File: config.mk
export PLATFORM = sky130hd
export DESIGN_NAME = video_host_general_registers
export DESIGN_NICKNAME = d
export VERILOG_FILES = /design/src/design/video_host_pkg.sv /design/src/design/video_host_general_registers.sv /design/src/design/plane_select.sv /design/src/design/color_compare.sv
export SDC_FILE = /design/constraint.sdc
export NUM_CORES = 1
export LEC_CHECK = 0
export ABC_AREA = 1
export BUFFER_PORTS_ARGS = -buffer_cell sky130_fd_sc_hd__buf_4
export CAP_MARGIN = 20
export CORE_UTILIZATION = 40
export DETAILED_ROUTE_END_ITERATION = 10
export PLACE_DENSITY = 0.66
export SLEW_MARGIN = 20
export SYNTH_ARGS = -nofsm -noshare
export SYNTH_HDL_FRONTEND = slang
export SYNTH_SLANG_ARGS = --single-unit
File: constraint.sdc
create_clock -name ref_clk -period 2.2 [get_ports ref_clk]
set_clock_uncertainty 0.15 [all_clocks]
set_input_delay 0.33 -clock ref_clk [delete_from_list [all_inputs] [get_ports ref_clk]]
set_output_delay 0.33 -clock ref_clk [all_outputs]
set_load 0.005 [all_outputs]
File: src/design/video_host_pkg.sv
package video_host_pkg;

  // Host I/O port addresses of the general registers and the register groups.
  localparam logic [15:0] PORT_OUTCTL_WR = 16'h03C2;
  localparam logic [15:0] PORT_OUTCTL_RD = 16'h03CC;
  localparam logic [15:0] PORT_STATUS0 = 16'h03C2;
  localparam logic [15:0] PORT_SUBSYS = 16'h03C3;
  localparam logic [15:0] PORT_FEAT_RD = 16'h03CA;
  localparam logic [15:0] PORT_RELOC_MONO = 16'h03BA;
  localparam logic [15:0] PORT_RELOC_COLOR = 16'h03DA;
  localparam logic [15:0] PORT_ATTR_INDEX = 16'h03C0;
  localparam logic [15:0] PORT_ATTR_DATA = 16'h03C1;
  localparam logic [15:0] PORT_CRT_INDEX_MONO = 16'h03B4;
  localparam logic [15:0] PORT_CRT_DATA_MONO = 16'h03B5;
  localparam logic [15:0] PORT_CRT_INDEX_COLOR = 16'h03D4;
  localparam logic [15:0] PORT_CRT_DATA_COLOR = 16'h03D5;
  localparam logic [15:0] PORT_SEQ_INDEX = 16'h03C4;
  localparam logic [15:0] PORT_SEQ_DATA = 16'h03C5;
  localparam logic [15:0] PORT_GFX_INDEX = 16'h03CE;
  localparam logic [15:0] PORT_GFX_DATA = 16'h03CF;
  localparam logic [15:0] PORT_DAC_FIRST = 16'h03C6;
  localparam logic [15:0] PORT_DAC_LAST = 16'h03C9;

  // Output control field positions.
  localparam int OC_VSYNC_NEG = 7;
  localparam int OC_HSYNC_NEG = 6;
  localparam int OC_PAGE_HIGH = 5;
  localparam int OC_CLK_SEL_HI = 3;
  localparam int OC_CLK_SEL_LO = 2;
  localparam int OC_MEM_EN = 1;
  localparam int OC_IO_COLOR = 0;
  localparam logic [7:0] OC_WRITE_MASK = 8'hEF;

  // Pixel clock select codes: 25.175 MHz for 640 pixels, 28.322 MHz for 720 pixels.
  localparam logic [1:0] CLK_SEL_640 = 2'h0;
  localparam logic [1:0] CLK_SEL_720 = 2'h1;

  // Status field positions.
  localparam int ST0_VINT = 7;
  localparam int ST0_SENSE = 4;
  localparam int ST1_DIAG_HI = 5;
  localparam int ST1_DIAG_LO = 4;
  localparam int ST1_VRETRACE = 3;
  localparam int ST1_NOT_ACTIVE = 0;

  localparam int SUBSYS_EN_BIT = 0;
  localparam logic [7:0] FEAT_WRITE_MASK = 8'hF7;
  localparam int SEQ_RST_ASYNC = 0;
  localparam int SEQ_RST_SYNC = 1;
  localparam logic [2:0] SEQ_IDX_RESET = 3'h0;
  localparam logic [2:0] SEQ_IDX_LAST = 3'h4;

  // Values after reset.
  localparam logic [7:0] OUTCTL_RESET = 8'h00;
  localparam logic SUBSYS_RESET = 1'b1;
  localparam logic [2:0] SEQ_IDX_RESET_VAL = 3'h0;
  localparam logic [7:0] FEAT_RESET = 8'h00;
  localparam logic [1:0] SEQ_RST_RESET = 2'h3;

  // Cycles from an I/O read strobe to its answer.
  localparam int IO_READ_LATENCY = 2;

  typedef enum logic [2:0] {
    grp_none,
    grp_general,
    grp_attr,
    grp_crt,
    grp_seq,
    grp_gfx,
    grp_dac
  } group_e;

  typedef enum logic [1:0] {
    mem_idle,
    mem_read
  } mem_phase_e;

endpackage

File: src/design/video_host_general_registers.sv
// Behaviour
// - Read type 0 returns addressed plane byte.
// - Read type 1 returns colour compare result.
// - Writes enable planes by address and mask.
// - Output control written 03C2, read 03CC, reset zero.
// - Bits 7/6 select negative sync polarity.
// - Bit 5 picks upper 64K odd/even page.
// - Bits 3:2 select pixel clock source.
// - Bit 1 gates host memory decode.
// - Bit 0 relocates CRT, status, feature ports.
// - Status 0 bit 7 shows pending retrace interrupt.
// - Status 0 bit 4 shows switch sense.
// - Status 1 bits 5:4 show selected palette pair.
// - Status 1 bit 3 shows vertical retrace.
// - Status 1 bit 0 shows inverted display active.
// - Feature control read fixed, written relocatable.
// - Subsystem enable bit gates all decoding except its own port.
// - Subsystem enable port ignores sleep bit.
// - Sequencer index steers data port accesses.
// - Six register groups decoded; CRT and status 1 ports move with bit 0.
// - Sequencer starts at a character clock with both reset bits; async bit stops it at once.
module video_host_general_registers
  import video_host_pkg::*;
#(
  parameter int PLANES = 4
) (
  input wire logic ref_clk, // 20 MHz clock
  input wire logic arst_n, // Asynchronous reset, active low
  input wire logic [15:0] io_addr, // Host I/O port address
  input wire logic io_wr, // Host I/O write strobe
  input wire logic io_rd, // Host I/O read strobe
  input wire logic [7:0] io_wdata, // Host I/O write data
  output logic [7:0] io_rdata, // Host I/O read data
  output logic io_rvalid, // Read answer valid
  input wire logic video_sleep, // Option-select sleep bit
  output video_host_pkg::group_e io_group, // Group of a forwarded access
  output logic io_group_wr, // Forwarded write pulse
  output logic io_group_rd, // Forwarded read pulse
  output logic [1:0] io_group_port, // Low two bits of the host I/O port address
  output logic [7:0] io_group_wdata, // Forwarded write data
  output logic [2:0] seq_index, // Sequencer index
  input wire logic [7:0] ext_rdata, // Read data of forwarded groups
  input wire logic host_mem_wr, // Host memory write strobe
  input wire logic host_mem_rd, // Host memory read strobe
  input wire logic [16:0] host_mem_addr, // Offset inside memory window
  input wire logic [7:0] host_mem_wdata, // Host memory write data
  output logic [7:0] host_mem_rdata, // Host memory read data
  output logic host_mem_ack, // Host memory access done
  output logic ram_wr, // Plane write pulse
  output logic ram_rd, // Plane read pulse
  output logic [3:0] ram_planes, // Planes enabled for the write
  output logic [15:0] ram_addr, // Address inside each plane
  output logic [7:0] ram_wdata, // Byte written to the planes
  input wire logic [PLANES*8-1:0] ram_rdata, // Plane bytes, in the same cycle as ram_rd
  input wire logic read_type, // Read type from graphics mode
  input wire logic [1:0] read_map, // Read plane selection
  input wire logic [3:0] compare_value, // Colour compare value
  input wire logic [3:0] compare_care, // Colour compare plane enables
  input wire logic [3:0] map_mask, // Plane write mask
  input wire logic chain4, // Chain-four mode
  input wire logic odd_even, // Odd/even addressing mode
  input wire logic vint_pending, // Vertical retrace interrupt pending
  input wire logic switch_sense, // Monitor-type switch sense level
  input wire logic [1:0] plane_out_sel, // Diagnostic palette pair select
  input wire logic [7:0] palette_out, // Palette outputs P7..P0
  input wire logic vretrace, // Vertical retrace interval
  input wire logic display_active, // Display active, high when showing video
  input wire logic char_clk_en, // Character clock enable pulse
  output logic vsync_neg, // Negative vertical sync polarity
  output logic hsync_neg, // Negative horizontal sync polarity
  output logic page_high, // Upper odd/even page
  output logic [1:0] clk_sel, // Pixel clock source select
  output logic mem_decode_en, // Host memory decode on
  output logic io_color, // Colour port layout selected
  output logic seq_run // Sequencer running
);

  typedef struct packed {
    logic [7:0] outctl;
    logic [7:0] feat;
    logic subsys;
    logic [2:0] idx;
    logic [1:0] seq_rst;
    logic seq_run;
    group_e grp;
    logic grp_wr;
    logic grp_rd;
    logic [1:0] grp_port;
    logic [7:0] grp_wdata;
    logic rd_pend;
    logic rd_own;
    logic [7:0] own_data;
    logic [7:0] io_rdata;
    logic io_rvalid;
    mem_phase_e mphase;
    logic [1:0] rd_plane;
    logic ram_wr;
    logic ram_rd;
    logic [3:0] ram_planes;
    logic [15:0] ram_addr;
    logic [7:0] ram_wdata;
    logic [7:0] mem_rdata;
    logic mem_ack;
  } state_s;

  state_s st;
  state_s next_st;
  logic [3:0] sel_planes;
  logic [1:0] sel_read_plane;
  logic [15:0] sel_addr;
  logic [7:0] cmp_match;
  logic io_on;
  logic [15:0] reloc_port;
  logic [15:0] crt_index_port;
  logic [15:0] crt_data_port;
  logic [7:0] status0;
  logic [7:0] status1;
  logic [1:0] diag_pair;

  plane_select u_plane_select (
    .host_addr(host_mem_addr),
    .chain4(chain4),
    .odd_even(odd_even),
    .page_high(st.outctl[OC_PAGE_HIGH]),
    .map_mask(map_mask),
    .read_map(read_map),
    .write_planes(sel_planes),
    .read_plane(sel_read_plane),
    .plane_addr(sel_addr)
  );

  color_compare #(
    .PLANES(PLANES)
  ) u_color_compare (
    .plane_data(ram_rdata),
    .compare_value(compare_value[PLANES-1:0]),
    .compare_care(compare_care[PLANES-1:0]),
    .match(cmp_match)
  );

  always_comb
  begin
    io_on = st.subsys && !video_sleep;
    reloc_port = st.outctl[OC_IO_COLOR] ? PORT_RELOC_COLOR : PORT_RELOC_MONO;
    crt_index_port = st.outctl[OC_IO_COLOR] ? PORT_CRT_INDEX_COLOR : PORT_CRT_INDEX_MONO;
    crt_data_port = st.outctl[OC_IO_COLOR] ? PORT_CRT_DATA_COLOR : PORT_CRT_DATA_MONO;
    case (plane_out_sel)
      2'h0: diag_pair = {palette_out[2], palette_out[0]};
      2'h1: diag_pair = {palette_out[5], palette_out[4]};
      2'h2: diag_pair = {palette_out[3], palette_out[1]};
      2'h3: diag_pair = {palette_out[7], palette_out[6]};
      default: diag_pair = 2'h0;
    endcase
    status0 = 8'h00;
    status0[ST0_VINT] = vint_pending;
    status0[ST0_SENSE] = switch_sense;
    status1 = 8'h00;
    status1[ST1_DIAG_HI] = diag_pair[1];
    status1[ST1_DIAG_LO] = diag_pair[0];
    status1[ST1_VRETRACE] = vretrace;
    status1[ST1_NOT_ACTIVE] = !display_active;
  end

  always_comb
  begin
    next_st = st;
    next_st.grp_wr = 1'b0;
    next_st.grp_rd = 1'b0;
    next_st.io_rvalid = 1'b0;
    next_st.ram_wr = 1'b0;
    next_st.ram_rd = 1'b0;
    next_st.mem_ack = 1'b0;
    next_st.rd_pend = 1'b0;

    // Second stage of an I/O read: own data or the forwarded group's answer.
    if (st.rd_pend)
    begin
      next_st.io_rdata = st.rd_own ? st.own_data : ext_rdata;
      next_st.io_rvalid = 1'b1;
    end

    if (io_wr || io_rd)
    begin
      next_st.grp_port = io_addr[1:0];
      next_st.grp_wdata = io_wdata;
      next_st.own_data = 8'h00;
      next_st.rd_own = 1'b1;
      next_st.rd_pend = io_rd;
      if (io_addr == PORT_SUBSYS)
      begin
        if (io_wr)
        begin
          next_st.subsys = io_wdata[SUBSYS_EN_BIT];
        end
        next_st.own_data = {7'h00, st.subsys};
      end
      else if (!io_on)
      begin
        next_st.rd_pend = 1'b0;
      end
      else if (io_addr == PORT_OUTCTL_WR && io_wr)
      begin
        next_st.outctl = io_wdata & OC_WRITE_MASK;
      end
      else if (io_addr == PORT_STATUS0)
      begin
        next_st.own_data = status0;
      end
      else if (io_addr == PORT_OUTCTL_RD)
      begin
        next_st.own_data = io_rd ? st.outctl : 8'h00;
        next_st.rd_pend = io_rd;
      end
      else if (io_addr == PORT_FEAT_RD)
      begin
        next_st.own_data = st.feat;
        next_st.rd_pend = io_rd;
      end
      else if (io_addr == reloc_port)
      begin
        if (io_wr)
        begin
          next_st.feat = io_wdata & FEAT_WRITE_MASK;
        end
        next_st.own_data = status1;
      end
      else if (io_addr == PORT_SEQ_INDEX)
      begin
        if (io_wr)
        begin
          next_st.idx = io_wdata[2:0];
        end
        next_st.own_data = {5'h00, st.idx};
      end
      else if (io_addr == PORT_SEQ_DATA)
      begin
        if (st.idx == SEQ_IDX_RESET)
        begin
          if (io_wr)
          begin
            next_st.seq_rst = io_wdata[1:0];
          end
          next_st.own_data = {6'h00, st.seq_rst};
        end
        else if (st.idx <= SEQ_IDX_LAST)
        begin
          next_st.grp = grp_seq;
          next_st.grp_wr = io_wr;
          next_st.grp_rd = io_rd;
          next_st.rd_own = 1'b0;
        end
      end
      else if (io_addr == PORT_ATTR_INDEX || io_addr == PORT_ATTR_DATA)
      begin
        next_st.grp = grp_attr;
        next_st.grp_wr = io_wr;
        next_st.grp_rd = io_rd;
        next_st.rd_own = 1'b0;
      end
      else if (io_addr == crt_index_port || io_addr == crt_data_port)
      begin
        next_st.grp = grp_crt;
        next_st.grp_wr = io_wr;
        next_st.grp_rd = io_rd;
        next_st.rd_own = 1'b0;
      end
      else if (io_addr == PORT_GFX_INDEX || io_addr == PORT_GFX_DATA)
      begin
        next_st.grp = grp_gfx;
        next_st.grp_wr = io_wr;
        next_st.grp_rd = io_rd;
        next_st.rd_own = 1'b0;
      end
      else if (io_addr >= PORT_DAC_FIRST && io_addr <= PORT_DAC_LAST)
      begin
        next_st.grp = grp_dac;
        next_st.grp_wr = io_wr;
        next_st.grp_rd = io_rd;
        next_st.rd_own = 1'b0;
      end
      else
      begin
        // Unmapped ports are left to other devices on the bus.
        next_st.rd_pend = 1'b0;
      end
    end

    if (!st.seq_rst[SEQ_RST_ASYNC] || !next_st.seq_rst[SEQ_RST_ASYNC])
    begin
      next_st.seq_run = 1'b0;
    end
    else if (char_clk_en)
    begin
      next_st.seq_run = st.seq_rst[SEQ_RST_SYNC];
    end

    // Host memory path; accesses are dropped while decode is off.
    case (st.mphase)
      mem_idle:
      begin
        if (io_on && st.outctl[OC_MEM_EN])
        begin
          if (host_mem_wr)
          begin
            next_st.ram_wr = 1'b1;
            next_st.ram_planes = sel_planes;
            next_st.ram_addr = sel_addr;
            next_st.ram_wdata = host_mem_wdata;
            next_st.mem_ack = 1'b1;
          end
          else if (host_mem_rd)
          begin
            next_st.ram_rd = 1'b1;
            next_st.ram_planes = 4'h0;
            next_st.ram_addr = sel_addr;
            next_st.rd_plane = sel_read_plane;
            next_st.mphase = mem_read;
          end
        end
      end
      mem_read:
      begin
        if (read_type)
        begin
          next_st.mem_rdata = cmp_match;
        end
        else
        begin
          next_st.mem_rdata = ram_rdata[8*st.rd_plane +: 8];
        end
        next_st.mem_ack = 1'b1;
        next_st.mphase = mem_idle;
      end
      default:
      begin
        next_st.mphase = mem_idle;
      end
    endcase
  end

  always_ff @(posedge ref_clk or negedge arst_n)
  begin
    if (!arst_n)
    begin
      st <= '0;
      st.outctl <= OUTCTL_RESET;
      st.feat <= FEAT_RESET;
      st.subsys <= SUBSYS_RESET;
      st.idx <= SEQ_IDX_RESET_VAL;
      st.seq_rst <= SEQ_RST_RESET;
      st.grp <= grp_none;
      st.mphase <= mem_idle;
    end
    else
    begin
      st <= next_st;
    end
  end

  // Every output is a flop of the state record.
  assign io_rdata = st.io_rdata;
  assign io_rvalid = st.io_rvalid;
  assign io_group = st.grp;
  assign io_group_wr = st.grp_wr;
  assign io_group_rd = st.grp_rd;
  assign io_group_port = st.grp_port;
  assign io_group_wdata = st.grp_wdata;
  assign seq_index = st.idx;
  assign host_mem_rdata = st.mem_rdata;
  assign host_mem_ack = st.mem_ack;
  assign ram_wr = st.ram_wr;
  assign ram_rd = st.ram_rd;
  assign ram_planes = st.ram_planes;
  assign ram_addr = st.ram_addr;
  assign ram_wdata = st.ram_wdata;
  assign vsync_neg = st.outctl[OC_VSYNC_NEG];
  assign hsync_neg = st.outctl[OC_HSYNC_NEG];
  assign page_high = st.outctl[OC_PAGE_HIGH];
  assign clk_sel = st.outctl[OC_CLK_SEL_HI:OC_CLK_SEL_LO];
  assign mem_decode_en = st.outctl[OC_MEM_EN];
  assign io_color = st.outctl[OC_IO_COLOR];
  assign seq_run = st.seq_run;

endmodule

File: src/design/plane_select.sv
// Decodes which planes a host memory access touches and where inside them.
module plane_select
  import video_host_pkg::*;
(
  input wire logic [16:0] host_addr, // Offset inside the memory window
  input wire logic chain4, // Low two address bits pick the plane
  input wire logic odd_even, // Even addresses to planes 0/2, odd to 1/3
  input wire logic page_high, // Upper 64K page in odd/even modes
  input wire logic [3:0] map_mask, // Plane write mask
  input wire logic [1:0] read_map, // Read plane selection
  output logic [3:0] write_planes, // Planes enabled for a write
  output logic [1:0] read_plane, // Plane returned by a plain read
  output logic [15:0] plane_addr // Address inside each plane
);

  always_comb
  begin
    if (chain4)
    begin
      write_planes = 4'(4'h1 << host_addr[1:0]) & map_mask;
      read_plane = host_addr[1:0];
      plane_addr = host_addr[16:2] == 15'h0000 ? 16'h0000 : {1'b0, host_addr[16:2]};
    end
    else if (odd_even)
    begin
      write_planes = (host_addr[0] ? 4'hA : 4'h5) & map_mask;
      read_plane = {read_map[1], host_addr[0]};
      plane_addr = {page_high, host_addr[15:1]};
    end
    else
    begin
      write_planes = map_mask;
      read_plane = read_map;
      plane_addr = host_addr[15:0];
    end
  end

endmodule

File: src/design/color_compare.sv
// Colour comparison over the planes set in compare_care, one result bit per pixel of the byte.
module color_compare #(
  parameter int PLANES = 4
) (
  input wire logic [PLANES*8-1:0] plane_data, // Plane bytes of the current read, plane 0 lowest
  input wire logic [PLANES-1:0] compare_value, // Colour to look for
  input wire logic [PLANES-1:0] compare_care, // Planes that take part
  output logic [7:0] match // One where the pixel matches
);

  always_comb
  begin
    for (int bit_i = 0; bit_i < 8; bit_i++)
    begin
      match[bit_i] = 1'b1;
      for (int p = 0; p < PLANES; p++)
      begin
        if (compare_care[p] && (plane_data[p*8+bit_i] != compare_value[p]))
        begin
          match[bit_i] = 1'b0;
        end
      end
    end
  end

endmodule

After elaboration in Yosys (flattened, before gate mapping)
Cells that the tools add are included.
Word-level totals
  word-level logic and storage cells: 278
  bits in registers: 98
  input bits: 128
Operators by class
  eq/ne operators: 54
  muxes and demuxes: 121
  $lt $le $gt $ge: 3
  bitwise gates (word level): 10
  shift operators: 2
  reduce and logical (&&, ||, !) cells: 62
Operator list (number)
  $eq A16 B10 Y1 const B: 10
  $mux W8: 11
  $mux W1: 68
  $eq A16 B10 Y1: 3
  $logic_and A1 B1 Y1: 36
  $mux W5: 7
  $mux W34: 1
  $mux W16: 2
  $ne A1 B1 Y1: 32
  $shiftx A32 B6 Y8: 1
  $mux W2: 15
  $mux W30: 1
  $reduce_and A12 Y1: 2
  $mux W22: 1
  $mux W21: 1
  $mux W7: 3
  $mux W20: 1
  $mux W4: 5
  $ge A16 B10 Y1 const B: 1
  $le A16 B10 Y1 const B: 1
  $logic_not A15 Y1: 1
  $mux W15: 1
  $reduce_and A3 Y1: 4
  $mux W10: 1
  other kinds (20): 43

Depth between registers and ports, before layout
  word-level depth: 16
  depth in mapped cells: 13

By module
Synthesis repeated with hierarchy kept, for this count alone.
Second synthesis, totals
  cells, all modules: 961
  area, all modules: 6665.1 um2
By module, submodules not included
  video_host_general_registers: instances 1, cells an instance 678, area an instance 5436.5 um2, sequential area each 2431.1 um2
  color_compare: instances 1, cells an instance 164, area an instance 718.2 um2, sequential area each 0.0 um2
  plane_select: instances 1, cells an instance 119, area an instance 510.5 um2, sequential area each 0.0 um2

Worst setup path before layout
No wires, ideal clock.
  path kind: register to register
  start point: register st[83] (netlist name)
  end point: register st, in the netlist ram_wdata[0]
  stages on the path, launching flop included: 11
  path buffers: 1
  arrival: 1.434 ns
  slack: 0.500 ns
  required time: 1.934 ns
  cell sequence: dfstp_2 inv_1 nor2_2 nand2_1 nor2_1 inv_1 nor2_4 inv_1 buf_2 nand2_1 nand2_1
On the way
  word-level cells in the longest chain between the ends: 3
Ends and longest elaborated chain
  start: declaration: RTL line video_host_general_registers.sv:106  | state_s st;
  start signal: assignment: RTL line video_host_general_registers.sv:356  | st <= next_st;
  $logic_and A1 B1 Y1: RTL line video_host_general_registers.sv:143  | io_on = st.subsys && !video_sleep;
  $logic_and A1 B1 Y1: RTL line video_host_general_registers.sv:301  | if (io_on && st.outctl[OC_MEM_EN])
  $reduce_and A3 Y1 (no line)
No other way between the ends.
A chain may end at the register's enable or synchronous reset.

Final worst setup path
  start point: register st[83] (netlist name)
  end point: register st, in the netlist ram_addr[1]
Same word-level chain as after synthesis.

==> reports/summary.txt <==
Most Frequent Cell on Critical Path = inv_1
fmax = 514.8 MHz
Pwr Density = 506.5 mW/mm2
CP Cell Sequence = inv_1 -> nor2_2 -> nand2_1 -> nor2_1 -> o21ai_1 -> inv_1 -> buf_4 -> nand2_1 -> o21ai_0 -> inv_1
Mapped Cells = 844
Avg Inst Size Synth = 7.273 um2
chip height = 125.9 um
commonest cells after routing, fill and taps aside = 221 x nand2_1, 210 x buf_4, 94 x dfrtp_1, 73 x inv_1, 72 x nor2_1
Vias/cell = 5.010
startpoint types = flop
Final setup viols = 0
largest net degree at the start of global routing = 37
initial antenna violation count = 0
final hold violations = 0
first-pass GRT wire length = 27,480 um
starting density of the core = 41.60%
total number of vias = 5,817
die width = 125.9 um
min Tclk post-route = 1.943 ns
Fillers = 1,479
WS Path Type = flop to flop
Max Fanout on Critical Path = 30
Post-Route WL = 16,980 um
routed len/inst = 14.62 um
final core occ = 51.93%
CP required = 2.29 ns
overall power = 3.880 mW
GPL Wtd Cong = 0.9325
setup repair bufs after CTS = 0
area of the core = 0.01475 mm2
max-cap violations = 0
worst endpoint data arrival time = 2.03 ns
Iter 0 DRT Violations = 364
CTS tree = built
grt total ovfl = 0
RR Startpoint = st[83]$_DFFE_PN1P_
Setup WS pre-CTS = 0.2101 ns
Placement Cell Area = 0.007366 mm2
worst hold slack = 0.03063 ns
Clock Path Buffers = 2
Max rail drop VDD = 0.3914 mV
Worst R2R Path Depth = 10
H-tree levels = 3
Hold Path Class = input port to flop
vias in the first global route = 5,379
share of cells above drive strength 1 = 28.25%
most common library cell in the layout ignoring fill and taps = nand2_1
synth-to-layout area growth = 24.81%
DRT antenna net count = 0
fin cells = 1,161
GRT Overall Usage = 22.04%
RSZ-0062 raised after global routing = no
CTS clock-pin slew for the worst setup and hold paths = 0.07 ns
Design Area, Final = 0.007661 mm2
Mapped Area = 0.006138 mm2
Worst Setup End Kind = flop
placed insts = 1,144
Post-Synthesis Net Count = 974
row cnt = 44
hold path depth = 3
Synthesis Warnings = 0
HP Start = host_mem_wdata[0]
CP max-delay cell = dfstp_2
LEAKAGE = 3.879 nW
setup TNS = 0 ns
status = completed
hold_buf cts = 1
Seq/Total Area, Yosys = 39.60%
die area = 0.01585 mm2
DPL Wire Length = 12,950 um
Post-layout nets = 1,102
Final Worst Setup Slack = 0.2574 ns
detailed-router iteration count before antenna repair = 6
fin crit share = 88.30%
Tightest Pin Transition = 0.5446 ns
Final Max Slew Viols = 0
post_cts resized = 0
io pins = 202
r2r endpoint = ram_addr[1]$_DFFE_PN0P_
Synth Register Bits = 97
root buffer cell = clkbuf_16
Yosys cell types = 38
Slew HR = 63.69%
Remaining DRCs = 0
reg2reg setup slack = 0.26 ns
IO buf count = 201
CTS buffer count = 9
clock sink total = 97
latest clock arrival within the worst-skew pair = 0.35 ns
Hold Path End = ram_wdata[0]$_DFFE_PN0P_
Antenna diodes = 0
largest stage delay on the critical path = 0.55 ns
## worst max-delay path: cells and delay by family (launching register included)
family                 cells  cell delay [ns]
AOI/OAI and AO/OA          2             0.20
buffers and inverters      4             0.47
DFF                        1             0.55
and+or+nand+nor            4             0.46
## cells by family (layout without fill, tap and decap cells)
logic type               Yosys count  after routing  share of synthesized area [%]
AND/OR/NAND/NOR                  391            391                          27.64
buffers and inverters            179            312                          15.21
AO/OA/AOI/OAI                    173            173                          16.86
flip-flops                        97             97                          39.60
adder cells (fa/ha/maj)            2              2                         0.4076
XOR/XNOR                           2              2                         0.2854
## report_power, final
group | internal [mW] | switching [mW] | leakage (nW)
clock network | 0.786 | 0.747 | 0.137
registers | 1.80 | 0.00850 | 1.22
logic | 0.253 | 0.288 | 2.52
## metal layers
layer	routed length (um)	track usage [%]	part of all wire (%)
met1	7963	30.19	47
met2	7694	35.00	45
met3	1053	4.163	6.2
met4	266	7.371	1.6
met5	0	0	0
## cell type report
class / instances / area (um2) / share of cell area, %
Clock buffer: 9 / 225.2 / 2.940
Clock inverter: 7 / 60.06 / 0.7839
Inverter: 83 / 311.5 / 4.067
Tap cell: 184 / 230.2 / 3.005
Timing Repair Buffer: 213 / 1627 / 21.23
Multi-Input combinational cell: 568 / 2776 / 36.24
Sequential cell: 97 / 2431 / 31.73
## cell usage after synthesis
master     count  share of area, %
nor3_1         7              0.57
nand2_2        5              0.51
o211ai_1      25               3.1
or2_2          6              0.61
dfstp_2        3               1.3
nand2_1      221                14
nand4_1        8              0.82
xor2_1         2              0.29
nor2_2         9              0.92
nor2_1        73               4.5
nor2_4         4              0.73
nor3b_1        1              0.12
o21a_1         2              0.24
inv_1         73               4.5
a22oi_1        1              0.12
o2111ai_1      4              0.57
nand4_4        1              0.35
nand3_1       53               4.3
o21ai_0       53               4.3
nor3_4         1              0.27
buf_4         63               7.7
a22o_1         1              0.14
ha_1           2              0.41
clkbuf_1      18               1.1
buf_2          8              0.65
dfrtp_1       94                38
buf_6          2              0.37
clkinv_1       2              0.12
a31oi_1       34               3.5
inv_2          8              0.49
o21ai_2        8               1.1
nand3_2        1              0.16
o31ai_1        1              0.12
o21ai_1       11              0.90
buf_1          5              0.31
a21oi_1       32               2.6
o211a_1        1              0.16
nand3_4        1              0.29
## sequential cells by signal, summed over array words and instances, names as in the netlist, 2 cells and up
name and cells:
host_mem_rdata 8, seq_index 3, io_group_wdata 8, st 23
io_group_port 2, ram_wdata 8, io_group 3, io_rdata 8
ram_addr 16, clk_sel 2, ram_planes 4
## how the worst max path moves through the flow
stage	start	to	slack, ns
finish	st[83]$_DFFE_PN1P_	ram_addr[1]$_DFFE_PN0P_	0.26
global route	st[83]$_DFFE_PN1P_	ram_addr[1]$_DFFE_PN0P_	0.05
CTS	st[83]$_DFFE_PN1P_	ram_addr[1]$_DFFE_PN0P_	0.24
detailed placement	io_addr[15]	seq_index[0]$_DFFE_PN0P_	0.21
global placement	io_addr[15]	seq_index[0]$_DFFE_PN0P_	0.23
floorplan	st[83]$_DFFE_PN1P_	ram_wdata[0]$_DFFE_PN0P_	0.50
Power figures use the tool's default switching activity.
